<file path="src/hdl/isa_pkg.sv">
// Package for the two-wire slave receiver: field positions, mode codes, timing and carriers.
// Assumes a single 50 MHz core clock.
package isa_pkg;

  // ****************************************
  // Control, status and flag field positions
  // ****************************************
  localparam int unsigned CTL_MODE_LSB = 0;
  localparam int unsigned CTL_MODE_MSB = 3;
  localparam int unsigned CTL_EN_BIT = 5;
  localparam int unsigned CTL_OV_BIT = 6;
  localparam int unsigned STS_BF_BIT = 0;
  localparam int unsigned STS_UA_BIT = 1;
  localparam int unsigned STS_RW_BIT = 2;
  localparam int unsigned STS_START_BIT = 3;
  localparam int unsigned STS_STOP_BIT = 4;
  localparam int unsigned STS_DA_BIT = 5;
  localparam int unsigned PFR_IRQ_BIT = 3;

  // ****************************************
  // Mode codes and constants
  // ****************************************
  localparam logic [3:0] MODE_SLV7 = 4'h6;
  localparam logic [3:0] MODE_SLV10 = 4'h7;
  localparam logic [3:0] MODE_MASTER = 4'h8;
  localparam logic [4:0] HDR10_PREFIX = 5'h1e;
  localparam logic [7:0] CTL_RESET = 8'h00;
  localparam logic [7:0] ADDR_RESET = 8'h00;
  localparam logic [3:0] BITS_PER_BYTE = 4'h8;
  localparam logic [3:0] ACK_SLOT = 4'h9;
  localparam int unsigned FILT_LEN = 3;

  typedef struct packed {
    logic stop_seen;
    logic start_seen;
    logic data_not_addr;
    logic read_not_write;
    logic update_addr;
    logic buf_full;
  } isa_status_t;

  typedef struct packed {
    logic scl_o;
    logic scl_oe;
    logic sda_o;
    logic sda_oe;
  } isa_pin_drive_t;

endpackage

</file>
<file path="src/hdl/isa_glitch_filter.sv">
// Glitch filter for one bus line: the output moves only after FILT_LEN equal samples.
// Assumes the pin input is already synchronous to core_clk.
`timescale 1ns/100ps
module isa_glitch_filter
  import isa_pkg::*;
#(
  parameter int unsigned LEN = FILT_LEN
) (
  input wire logic core_clk,
  input wire logic sys_rst,
  input wire logic pin_i,
  output logic line_q
);
  logic [LEN-1:0] hist_q;

  // A history shorter than two samples cannot tell a glitch from a level.
  if (LEN < 2) begin : g_len_check
    $error("filter length too short");
  end

  always_ff @(posedge core_clk) begin
    if (sys_rst) begin
      hist_q <= '1;
    end else begin
      hist_q <= {hist_q[LEN-2:0], pin_i};
    end
  end

  always_ff @(posedge core_clk) begin
    if (sys_rst) begin
      line_q <= 1'b1;
    end else if (&hist_q) begin
      line_q <= 1'b1;
    end else if (~|hist_q) begin
      line_q <= 1'b0;
    end
  end
endmodule // isa_glitch_filter

</file>
<file path="src/hdl/isa_clk_div.sv">
// Enable-pulse divider for master clock rate: pulse every 4*(div+1) core cycles.
// Assumes div_val is steady while running.
`timescale 1ns/100ps
module isa_clk_div (
  input wire logic core_clk,
  input wire logic sys_rst,
  input wire logic run,
  input wire logic [7:0] div_val,
  output logic tick_q
);
  logic [9:0] cnt_q;
  logic [9:0] limit;

  assign limit = {div_val, 2'b00} + 10'h003;

  always_ff @(posedge core_clk) begin
    if (sys_rst || !run) begin
      cnt_q <= 10'h000;
      tick_q <= 1'b0;
    end else if (cnt_q >= limit) begin
      cnt_q <= 10'h000;
      tick_q <= 1'b1;
    end else begin
      cnt_q <= cnt_q + 10'h001;
      tick_q <= 1'b0;
    end
  end
endmodule // isa_clk_div

</file>
<file path="src/hdl/isa_slave.sv">
// Slave receiver of the two-wire port, with register bits as plain ports.
// Assumes core_clk far faster than the bus clock and synchronous pin inputs.
`timescale 1ns/100ps
module isa_slave
  import isa_pkg::*;
(
  input wire logic core_clk,
  input wire logic sys_rst,
  input wire logic scl_i,
  input wire logic sda_i,
  output isa_pin_drive_t pin_q,
  input wire logic [7:0] ctl_wr_data,
  input wire logic ctl_wr,
  input wire logic [7:0] addr_wr_data,
  input wire logic addr_wr,
  input wire logic buf_rd,
  input wire logic irq_clr,
  output logic [7:0] port_control_reg,
  output logic [7:0] slave_address_reg,
  output logic [7:0] rx_tx_buffer,
  output isa_status_t port_status_reg,
  output logic port_irq_flag,
  output logic master_tick_q
);

  // ****************************************
  // State
  // ****************************************
  typedef enum logic [3:0] {
    ST_IDLE = 4'b0001,
    ST_SHIFT = 4'b0010,
    ST_ACK = 4'b0100,
    ST_SKIP = 4'b1000
  } isa_state_t;

  isa_state_t state_q;
  logic scl_f;
  logic sda_f;
  logic scl_d1_q;
  logic sda_d1_q;
  logic [7:0] shift_q;
  logic [3:0] bit_cnt_q;
  logic is_addr_q;
  logic hdr_done_q;
  logic low_done_q;
  logic hold_q;
  logic ack_q;
  logic irq_pend_q;
  logic enabled;
  logic is_slave;
  logic is_ten;
  logic scl_rise;
  logic scl_fall;
  logic start_det;
  logic stop_det;
  logic eighth_fall;
  logic ninth_fall;
  logic byte_ok;
  logic addr_match;
  logic hdr_match;
  logic low_match;
  logic ov_bit;
  logic bf_bit;
  logic load_now;
  logic ack_now;
  logic ov_set;
  logic next_is_addr;

  assign enabled = port_control_reg[CTL_EN_BIT];
  assign is_ten = port_control_reg[CTL_MODE_MSB:CTL_MODE_LSB] == MODE_SLV10;
  assign is_slave = is_ten || (port_control_reg[CTL_MODE_MSB:CTL_MODE_LSB] == MODE_SLV7);
  assign ov_bit = port_control_reg[CTL_OV_BIT];
  assign bf_bit = port_status_reg.buf_full;

  // ****************************************
  // Input filtering, master clock divider and edge detection
  // ****************************************
  isa_glitch_filter #(.LEN(FILT_LEN)) u_scl_filt (
    .core_clk(core_clk),
    .sys_rst(sys_rst),
    .pin_i(scl_i),
    .line_q(scl_f)
  );

  isa_glitch_filter #(.LEN(FILT_LEN)) u_sda_filt (
    .core_clk(core_clk),
    .sys_rst(sys_rst),
    .pin_i(sda_i),
    .line_q(sda_f)
  );

  isa_clk_div u_div (
    .core_clk(core_clk),
    .sys_rst(sys_rst),
    .run(enabled && port_control_reg[CTL_MODE_MSB:CTL_MODE_LSB] == MODE_MASTER),
    .div_val(slave_address_reg),
    .tick_q(master_tick_q)
  );

  always_ff @(posedge core_clk) begin
    if (sys_rst) begin
      scl_d1_q <= 1'b1;
      sda_d1_q <= 1'b1;
    end else begin
      scl_d1_q <= scl_f;
      sda_d1_q <= sda_f;
    end
  end

  assign scl_rise = scl_f && !scl_d1_q;
  assign scl_fall = !scl_f && scl_d1_q;
  assign start_det = enabled && scl_f && scl_d1_q && !sda_f && sda_d1_q;
  assign stop_det = enabled && scl_f && scl_d1_q && sda_f && !sda_d1_q;
  assign eighth_fall = (state_q == ST_SHIFT) && scl_fall && bit_cnt_q == BITS_PER_BYTE;
  assign ninth_fall = (state_q == ST_ACK) && scl_fall;

  // ****************************************
  // Address decode
  // ****************************************
  assign hdr_match = shift_q[7:3] == HDR10_PREFIX
    && shift_q[7:1] == slave_address_reg[7:1] && !shift_q[0];
  assign low_match = shift_q == slave_address_reg;
  // In ten-bit mode the address register holds whichever half is expected next.
  always_comb begin
    if (!is_ten) begin
      addr_match = shift_q[7:1] == slave_address_reg[7:1];
    end else if (!hdr_done_q) begin
      addr_match = hdr_match;
    end else if (!low_done_q) begin
      addr_match = low_match;
    end else begin
      // After a repeated start only the header half is compared again.
      addr_match = hdr_match;
    end
  end

  // Data bytes always count; an address byte counts only on a match.
  assign byte_ok = is_addr_q ? addr_match : 1'b1;
  assign load_now = eighth_fall && byte_ok && !bf_bit;
  assign ack_now = eighth_fall && byte_ok && !bf_bit && !ov_bit;
  assign ov_set = eighth_fall && byte_ok && (bf_bit || (!is_addr_q && bf_bit));
  // Only a matched write header is followed by a second address byte.
  assign next_is_addr = is_ten && is_addr_q && !shift_q[0] && hdr_done_q && !low_done_q;

  // ****************************************
  // Bus sequencing
  // ****************************************
  always_ff @(posedge core_clk) begin
    if (sys_rst || !enabled || !is_slave) begin
      state_q <= ST_IDLE;
      bit_cnt_q <= 4'h0;
      shift_q <= 8'h00;
      is_addr_q <= 1'b0;
    end else if (start_det) begin
      state_q <= ST_SHIFT;
      bit_cnt_q <= 4'h0;
      is_addr_q <= 1'b1;
    end else if (stop_det) begin
      state_q <= ST_IDLE;
    end else begin
      unique case (state_q)
        ST_IDLE: begin
          bit_cnt_q <= 4'h0;
        end
        ST_SHIFT: begin
          if (scl_rise) begin
            shift_q <= {shift_q[6:0], sda_f};
            bit_cnt_q <= bit_cnt_q + 4'h1;
          end else if (eighth_fall) begin
            state_q <= byte_ok ? ST_ACK : ST_IDLE;
          end
        end
        ST_ACK: begin
          if (ninth_fall) begin
            state_q <= (is_addr_q && shift_q[0]) ? ST_SKIP : ST_SHIFT;
            bit_cnt_q <= 4'h0;
            is_addr_q <= next_is_addr;
          end
        end
        ST_SKIP: begin
          bit_cnt_q <= 4'h0;
        end
      endcase
    end
  end

  // Ten-bit address progress; a repeated start keeps the low half as matched.
  always_ff @(posedge core_clk) begin
    if (sys_rst || !enabled || stop_det) begin
      hdr_done_q <= 1'b0;
      low_done_q <= 1'b0;
    end else if (eighth_fall && is_addr_q && is_ten && addr_match) begin
      if (!hdr_done_q) begin
        hdr_done_q <= 1'b1;
      end else if (!low_done_q) begin
        low_done_q <= 1'b1;
      end
    end
  end

  // ****************************************
  // Pin drive
  // ****************************************
  // The acknowledge stands from the eighth falling clock edge to the ninth.
  always_ff @(posedge core_clk) begin
    if (sys_rst || !enabled) begin
      ack_q <= 1'b0;
    end else if (ack_now) begin
      ack_q <= 1'b1;
    end else if (ninth_fall || start_det || stop_det) begin
      ack_q <= 1'b0;
    end
  end

  always_ff @(posedge core_clk) begin
    if (sys_rst || !enabled) begin
      hold_q <= 1'b0;
    end else if (ninth_fall && ack_q && port_status_reg.update_addr) begin
      // Both address halves stretch the clock until software swaps the address.
      hold_q <= 1'b1;
    end else if (addr_wr) begin
      hold_q <= 1'b0;
    end
  end

  // Open-drain drive: an enable pulls its line low, so the data value stays zero.
  always_ff @(posedge core_clk) begin
    if (sys_rst) begin
      pin_q <= '0;
    end else begin
      pin_q.sda_o <= 1'b0;
      pin_q.sda_oe <= enabled && ack_q;
      pin_q.scl_o <= 1'b0;
      pin_q.scl_oe <= enabled && hold_q;
    end
  end

  // ****************************************
  // Software-facing registers
  // ****************************************
  always_ff @(posedge core_clk) begin
    if (sys_rst) begin
      port_control_reg <= CTL_RESET;
    end else begin
      if (ctl_wr) begin
        port_control_reg <= ctl_wr_data;
      end
      if (ov_set) begin
        port_control_reg[CTL_OV_BIT] <= 1'b1;
      end
    end
  end

  always_ff @(posedge core_clk) begin
    if (sys_rst) begin
      slave_address_reg <= ADDR_RESET;
    end else if (addr_wr) begin
      slave_address_reg <= addr_wr_data;
    end
  end

  always_ff @(posedge core_clk) begin
    if (sys_rst) begin
      rx_tx_buffer <= 8'h00;
    end else if (load_now) begin
      rx_tx_buffer <= shift_q;
    end
  end

  // Status bits are cleared whenever the port is switched off.
  always_ff @(posedge core_clk) begin
    if (sys_rst || !enabled) begin
      port_status_reg <= '0;
    end else begin
      if (buf_rd) begin
        port_status_reg.buf_full <= 1'b0;
      end
      if (load_now) begin
        port_status_reg.buf_full <= 1'b1;
        port_status_reg.data_not_addr <= !is_addr_q;
        if (is_addr_q) begin
          port_status_reg.read_not_write <= shift_q[0];
        end
      end
      if (addr_wr) begin
        port_status_reg.update_addr <= 1'b0;
      end
      if (ack_now && is_ten && is_addr_q && !low_done_q) begin
        port_status_reg.update_addr <= 1'b1;
      end
      if (start_det) begin
        port_status_reg.start_seen <= 1'b1;
        port_status_reg.stop_seen <= 1'b0;
      end
      if (stop_det) begin
        port_status_reg.stop_seen <= 1'b1;
        port_status_reg.start_seen <= 1'b0;
      end
    end
  end

  // Flag rises at the ninth falling edge; a set beats a simultaneous clear.
  always_ff @(posedge core_clk) begin
    if (sys_rst) begin
      irq_pend_q <= 1'b0;
      port_irq_flag <= 1'b0;
    end else begin
      if (eighth_fall && byte_ok) begin
        irq_pend_q <= 1'b1;
      end else if (ninth_fall) begin
        irq_pend_q <= 1'b0;
      end
      if (ninth_fall && irq_pend_q) begin
        port_irq_flag <= 1'b1;
      end else if (irq_clr) begin
        port_irq_flag <= 1'b0;
      end
    end
  end

endmodule // isa_slave

</file>
<file path="config.mk">
export PLATFORM = sky130hd
export DESIGN_NAME = isa_slave
export DESIGN_NICKNAME = d
export VERILOG_FILES = /design/src/hdl/isa_pkg.sv /design/src/hdl/isa_glitch_filter.sv /design/src/hdl/isa_clk_div.sv /design/src/hdl/isa_slave.sv
export SDC_FILE = /design/constraint.sdc
export NUM_CORES = 1
export LEC_CHECK = 0
export BUFFER_PORTS_ARGS = -buffer_cell sky130_fd_sc_hd__buf_2
export CAP_MARGIN = 20
export CORE_MARGIN = 2
export CORE_UTILIZATION = 45
export DETAILED_ROUTE_END_ITERATION = 12
export HOLD_SLACK_MARGIN = 0.03
export PLACE_DENSITY = 0.77
export SKIP_CTS_REPAIR_TIMING = 1
export SLEW_MARGIN = 20
export SYNTH_ARGS = -nofsm -noshare
export SYNTH_HDL_FRONTEND = slang
export SYNTH_SLANG_ARGS = --single-unit
export TNS_END_PERCENT = 100
</file>
<file path="constraint.sdc">
create_clock -name core_clk -period 2.3 [get_ports core_clk]
set_clock_uncertainty 0.1 [all_clocks]
set_input_delay 0.115 -clock core_clk [delete_from_list [all_inputs] [get_ports core_clk]]
set_output_delay 0.115 -clock core_clk [all_outputs]
set_load 0.02 [all_outputs]
</file>
=== Word level (Yosys, flattened, before mapping) ===
Index checks and enable logic that the tools add are counted.

* Input bits: 24
* Bits in registers: 78
* Logic and storage cells: 178

* Multiplexer cells: 35
* Equal/unequal tests: 19
* Add/sub/neg operators: 3
* Reductions and logical operators: 85
* $lt $le $gt $ge: 1
* Bitwise operators: 2

{| class="wikitable"
|+ Operators by type and width
! kind !! number
|-
| logical AND 1 bit || 35
|-
| 2-to-1 mux 4 bit || 6
|-
| nonzero test 2 bit || 11
|-
| 2-to-1 mux 1 bit || 21
|-
| equality test 4 x 3 -> 1 bit, second input constant || 3
|-
| equality test 4 bit, second input constant || 3
|-
| zero test 1 bit || 12
|-
| inequality test 4 bit, second input constant || 3
|-
| case mux 4 bit (3 select lines) || 1
|-
| AND reduction 3 bit || 4
|-
| AND reduction 4 bit || 3
|-
| OR reduction 2 bit || 6
|-
| adder 10 x 1 -> 10 bit, second input constant || 1
|-
| adder 10 x 2 -> 10 bit, second input constant || 1
|-
| >= comparator 10 bit || 1
|-
| inequality test 2 bit, second input constant || 5
|-
| OR reduction 3 bit || 3
|-
| equality test 8 bit || 1
|-
| logical OR 1 bit || 8
|-
| 2-to-1 mux 2 bit || 4
|-
| case mux 4 bit (2 select lines) || 1
|-
| equality test 7 bit || 1
|-
| 2-to-1 mux 7 bit || 1
|-
| equality test 5 bit, second input constant || 1
|-
| 7 further kinds || 9
|}

=== Depth between registers and ports, before layout ===
* Depth after elaboration: 14
* Mapped depth: 8
* Depth with buffers taken out: 7

=== Modules after synthesis ===
Synthesis repeated with hierarchy kept, for this count alone.

* Cells, all modules: 379
* Area total of the unflattened synthesis: 3428.3 um^2

{| class="wikitable"
|+ Modules (own cells, without submodules)
! module !! area an instance (um^2) !! instances !! cells each
|-
| isa_slave || 2551.2 || 1 || 287
|-
| isa_clk_div || 624.3 || 1 || 70
|-
| isa_glitch_filter || 126.4 || 2 || 11
|}

=== Worst setup path after synthesis ===
Ideal clock, no wire load.

* Path type: register -> register
* Start: register u_scl_filt.line_q
* End: register port_status_reg[2] (netlist name)
* Setup time: 0.072 ns
* Arrival: 1.868 ns
* Stages on the path, launching flop included: 7
* Slack: 0.261 ns
* Data required time: 2.128 ns
* Cells stage by stage: dfxtp_1 or4b_1 buf_2 nor4_4 o31ai_2 nor4_4 mux2i_1

* Longest elaborated chain between the ends: 7

{| class="wikitable"
|+ Ends and longest elaborated chain
! what !! line !! RTL
|-
| start, declared || isa_glitch_filter.sv:12 || <nowiki>output logic line_q</nowiki>
|-
| start signal, assigned || isa_glitch_filter.sv:31 || <nowiki>line_q <= 1'b1;</nowiki>
|-
| start signal, assigned || isa_glitch_filter.sv:33 || <nowiki>line_q <= 1'b1;</nowiki>
|-
| start signal, assigned || isa_glitch_filter.sv:35 || <nowiki>line_q <= 1'b0;</nowiki>
|-
| zero test 1 bit || isa_slave.sv:111 || <nowiki>assign scl_fall = !scl_f && scl_d1_q;</nowiki>
|-
| logical AND 1 bit || isa_slave.sv:111 ||
|-
| logical AND 1 bit (2 in a row) || isa_slave.sv:114 || <nowiki>assign eighth_fall = (state_q == ST_SHIFT) && scl_fall && bit_cnt_q == BITS_PER_BYTE;</nowiki>
|-
| logical AND 1 bit (2 in a row) || isa_slave.sv:139 || <nowiki>assign load_now = eighth_fall && byte_ok && !bf_bit;</nowiki>
|-
| AND reduction 2 bit (no source line) || - ||
|-
| end, declared || isa_slave.sv:21 || <nowiki>output isa_status_t port_status_reg,</nowiki>
|}

Every way passes these cells.
A chain may end at the register's enable or synchronous reset.

=== Worst setup path after layout ===
* Start: register state_q[3]
* End: register port_status_reg[2] (netlist name)

* Longest elaborated chain between the ends: 6

{| class="wikitable"
|+ Ends and longest elaborated chain
! what !! line !! RTL
|-
| start, declared || isa_slave.sv:36 || <nowiki>isa_state_t state_q;</nowiki>
|-
| start signal, assigned || isa_slave.sv:170 || <nowiki>state_q <= byte_ok ? ST_ACK : ST_IDLE;</nowiki>
|-
| start signal, assigned || isa_slave.sv:175 || <nowiki>state_q <= (is_addr_q && shift_q[0]) ? ST_SKIP : ST_SHIFT;</nowiki>
|-
| equality test 4 x 2 -> 1 bit || isa_slave.sv:114 ||
|-
| logical AND 1 bit (2 in a row) || isa_slave.sv:114 ||
|-
| logical AND 1 bit (2 in a row) || isa_slave.sv:139 ||
|-
| AND reduction 2 bit (no source line) || - ||
|}

Every way passes these cells.

==> flow_summary.toml <==
[layout]
largest_register_ffs = 10
area.growth.synth_to_final_pct = 25.7
final_layout_size_suffix_gt1_share_pct = 21.5
final_net_count = 491
antenna_cells_inserted = 0
post-route-cell-area_mm2 = 0.00429
max_flop_register = "u_div.cnt_q"
final_non_filler_cell_total = 559

[placed_design]
post-place-cells = 522
dp_hpwl_um = 5520
port-buffer-count = 57
gp_congestion = 0.828
dpl_cell_area_mm2 = 0.00385

[timing]
maxClockFrequency_ghz = 0.464
worst_slew_pin_slew_ns = 0.600
timing.setup.tns_ns = 0
max_slew_margin_pct = 59.8
timing.final.setup_violations = 0
final_worst_path_cycle_share_pct = 93.7
period_needed_ns = 2.15
timing_hold_violations_final = 0
grt_setup_unrepaired = "no"
final_max_slew_viol_count = 0

[worst_hold_path]
hold_path_class = "primary input to flop"

[global_route]
first_global_vias = 2768
gr-usage-all-layers_pct = 19.2
antenna_found_initial = 0
grt_overflow = 0
grt_max_degree = 35
grt_first_pass_wirelength_um = 12800

[drt]
vias = 2919
drt_first_iter_violations = 147
final_antenna_net_count = 0
drt-vias-per-instance = 5.22
totalWireLength_um = 7820
number_of_optimization_iterations_in_the_first_detailed_route_pass = 4
wire_per_inst_um = 14.0
drc_violation_count_after_routing = 0

[worst_setup_path]
cp-start-kind = "flop"
setup.worst_path.class = "flop to flop"
critPathRequiredTime_ns = 2.48
arrival_ns = 2.33
crit_fanout = 10
worst_path_largest_cell_delay_ns = 0.59
critical_path.most_common_cell = "sky130_fd_sc_hd__nor4_4"
cp-end-kind = "flop"
highest_delay_cell_along_the_critical_path = "sky130_fd_sc_hd__or4b_4"
timing.critical_path.cells = "or4b_4 -> nor4_4 -> o31ai_4 -> nor4_4 -> mux2i_1"

[yosys]
syn-cell-area_mm2 = 0.00341
seq_area_frac_synth_pct = 44.6
yosysUniqueCellTypes = 53
post_synth_inst_count = 369
yosys_register_bits = 76
synth-async-reset-ratio_pct = 0
ys.warnings.count = 0
avgSynthCellArea_um2 = 9.24
synth_enable_flop_cells = 0
postSynth.topFlopCell = "sky130_fd_sc_hd__dfxtp_1"

[status]
outcome = "completed"

[clock_network]
clockBufferDepth = 2
cts_root_buffer = "sky130_fd_sc_hd__clkbuf_8"
tritoncts.num_buffers = 9
worst_setup_hold_path_clk_slew_ns = 0.07
worstSkewPairLatency_ns = 0.35
h-tree-depth = 3
cts_tree = "built"
clock-sinks = 76

[power_and_ir_drop]
power_density_mw_per_mm2 = 605
power.leakage_nw = 1.83
irDropWorstVdd_v = 0.000477

[die]
die_h_um = 91.0
io-pin-count = 60
floorplan.initialDensity_pct = 46.7
die_w_um = 91.0
row_count = 31
die_area_mm2 = 0.00829
core-area_mm2 = 0.00729

[run]
max_cap_viol_count = 0
[cells in the final DEF (no fill, tap or decap), types with 2 or more instances in the layout]
cell,count
sky130_fd_sc_hd__a211oi_1,2
sky130_fd_sc_hd__a21oi_1,23
sky130_fd_sc_hd__a22o_1,2
sky130_fd_sc_hd__and2_1,3
sky130_fd_sc_hd__and3_1,3
sky130_fd_sc_hd__and4b_1,2
sky130_fd_sc_hd__buf_2,57
sky130_fd_sc_hd__buf_4,12
sky130_fd_sc_hd__bufinv_16,2
sky130_fd_sc_hd__clkbuf_1,4
sky130_fd_sc_hd__clkbuf_8,9
sky130_fd_sc_hd__conb_1,2
sky130_fd_sc_hd__dfxtp_1,76
sky130_fd_sc_hd__dlygate4sd3_1,22
sky130_fd_sc_hd__ha_1,11
sky130_fd_sc_hd__inv_1,15
sky130_fd_sc_hd__mux2i_1,26
sky130_fd_sc_hd__nand2_1,14
sky130_fd_sc_hd__nand2b_1,8
sky130_fd_sc_hd__nand3_1,9
sky130_fd_sc_hd__nand4_1,8
sky130_fd_sc_hd__nor2_1,47
sky130_fd_sc_hd__nor2b_1,4
sky130_fd_sc_hd__nor3_1,15
sky130_fd_sc_hd__nor4_1,3
sky130_fd_sc_hd__nor4_4,2
sky130_fd_sc_hd__o21a_1,7
sky130_fd_sc_hd__o21ai_0,6
sky130_fd_sc_hd__o21bai_1,2
sky130_fd_sc_hd__o31a_1,2
sky130_fd_sc_hd__o31ai_1,9
sky130_fd_sc_hd__or2_2,10
sky130_fd_sc_hd__xnor2_1,9
sky130_fd_sc_hd__xor2_1,11
[kinds of logic (layout without fill, tap and decap cells)]
family                   Yosys count  in the layout  synth area share (%)
other                              1              2                 0.110
AO/OA/AOI/OAI                     67             67                  13.2
buffers and inverters             33            123                  4.11
multiplexers                      26             26                  7.64
adder cells (fa/ha/maj)           11             11                  4.04
AND/OR/NAND/NOR                  135            135                  21.1
flip-flops                        76             76                  44.6
XOR/XNOR                          20             20                  5.14
[cell type report]
type | instances | area [um^2]
Sequential cell | 76 | 1520
Clock buffer | 13 | 139
Fill cell | 652 | 3010
Timing Repair Buffer | 92 | 616
Multi-Input combinational cell | 261 | 1770
Tap cell | 99 | 124
Inverter | 16 | 60.1
Clock inverter | 2 | 60.1
[worst paths after layout]
path	start	to	slack, ns	cells past startpoint
max	state_q[3]	port_status_reg[2]	0.15	5
min	addr_wr	slave_address_reg[1]	0.12	3
max reg2reg	state_q[3]	port_status_reg[2]	0.15	5
min reg2reg	u_div.cnt_q[0]	u_div.cnt_q[0]	0.36	1
[through the flow]
| stage | power (mW) | hold WS (ns) | setup slack [ns] | utilization [%] |
|---|---|---|---|---|
| after floorplan | 1.48 | 0.119 | 0.261 | - |
| after global placement | 1.53 | 0.203 | 0.153 | 52.8 |
| after detailed placement | 1.54 | 0.199 | 0.0934 | 52.8 |
| after CTS | 2.59 | -0.168 | 0.0736 | 55.5 |
| after global routing | 2.69 | 0.122 | 0.0622 | 58.8 |
| final | 2.59 | 0.124 | 0.145 | 58.8 |
[synth_stat cells, drive strengths merged (4+ instances only)]
cell | number | area, um^2
o21ai | 7 | 35.0
nor3 | 15 | 75.1
nand3 | 9 | 45.0
clkbuf | 12 | 45.0
xnor2 | 9 | 78.8
o31ai | 10 | 80.1
nand2 | 14 | 52.6
nand4 | 8 | 50.1
buf | 5 | 35.0
nor4 | 6 | 73.8
xor2 | 11 | 96.3
o21a | 7 | 52.6
nor2b | 4 | 25.0
mux2i | 26 | 260
inv | 15 | 56.3
ha | 11 | 138
or2 | 10 | 62.6
nand2b | 8 | 50.1
a21oi | 23 | 115
nor2 | 47 | 176
dfxtp | 76 | 1520
[routing by layer]
layer	vias to the layer above	track usage [%]	wire length [um]
met4	0	6.31	125
met5	-	0	0
met3	16	6.80	515
met2	87	31.9	3770
met1	1355	23.2	3420
li1	1461	-	-
[worst max-delay path: cells and delay by family, from the launching register on]
kind / cells / cell delay, ns
compound gates: 1 / 0.21
flops: 1 / 0.36
mux: 1 / 0.23
simple gates: 3 / 1.19
[power by group]
part           total, mW  switching [mW]  internal (mW)  leakage, nW
Combinational      0.180          0.0937         0.0862         1.11
Sequential          1.36          0.0213           1.34        0.617
Clock               1.06           0.449          0.607       0.0977
Power figures use the tool's default switching activity.
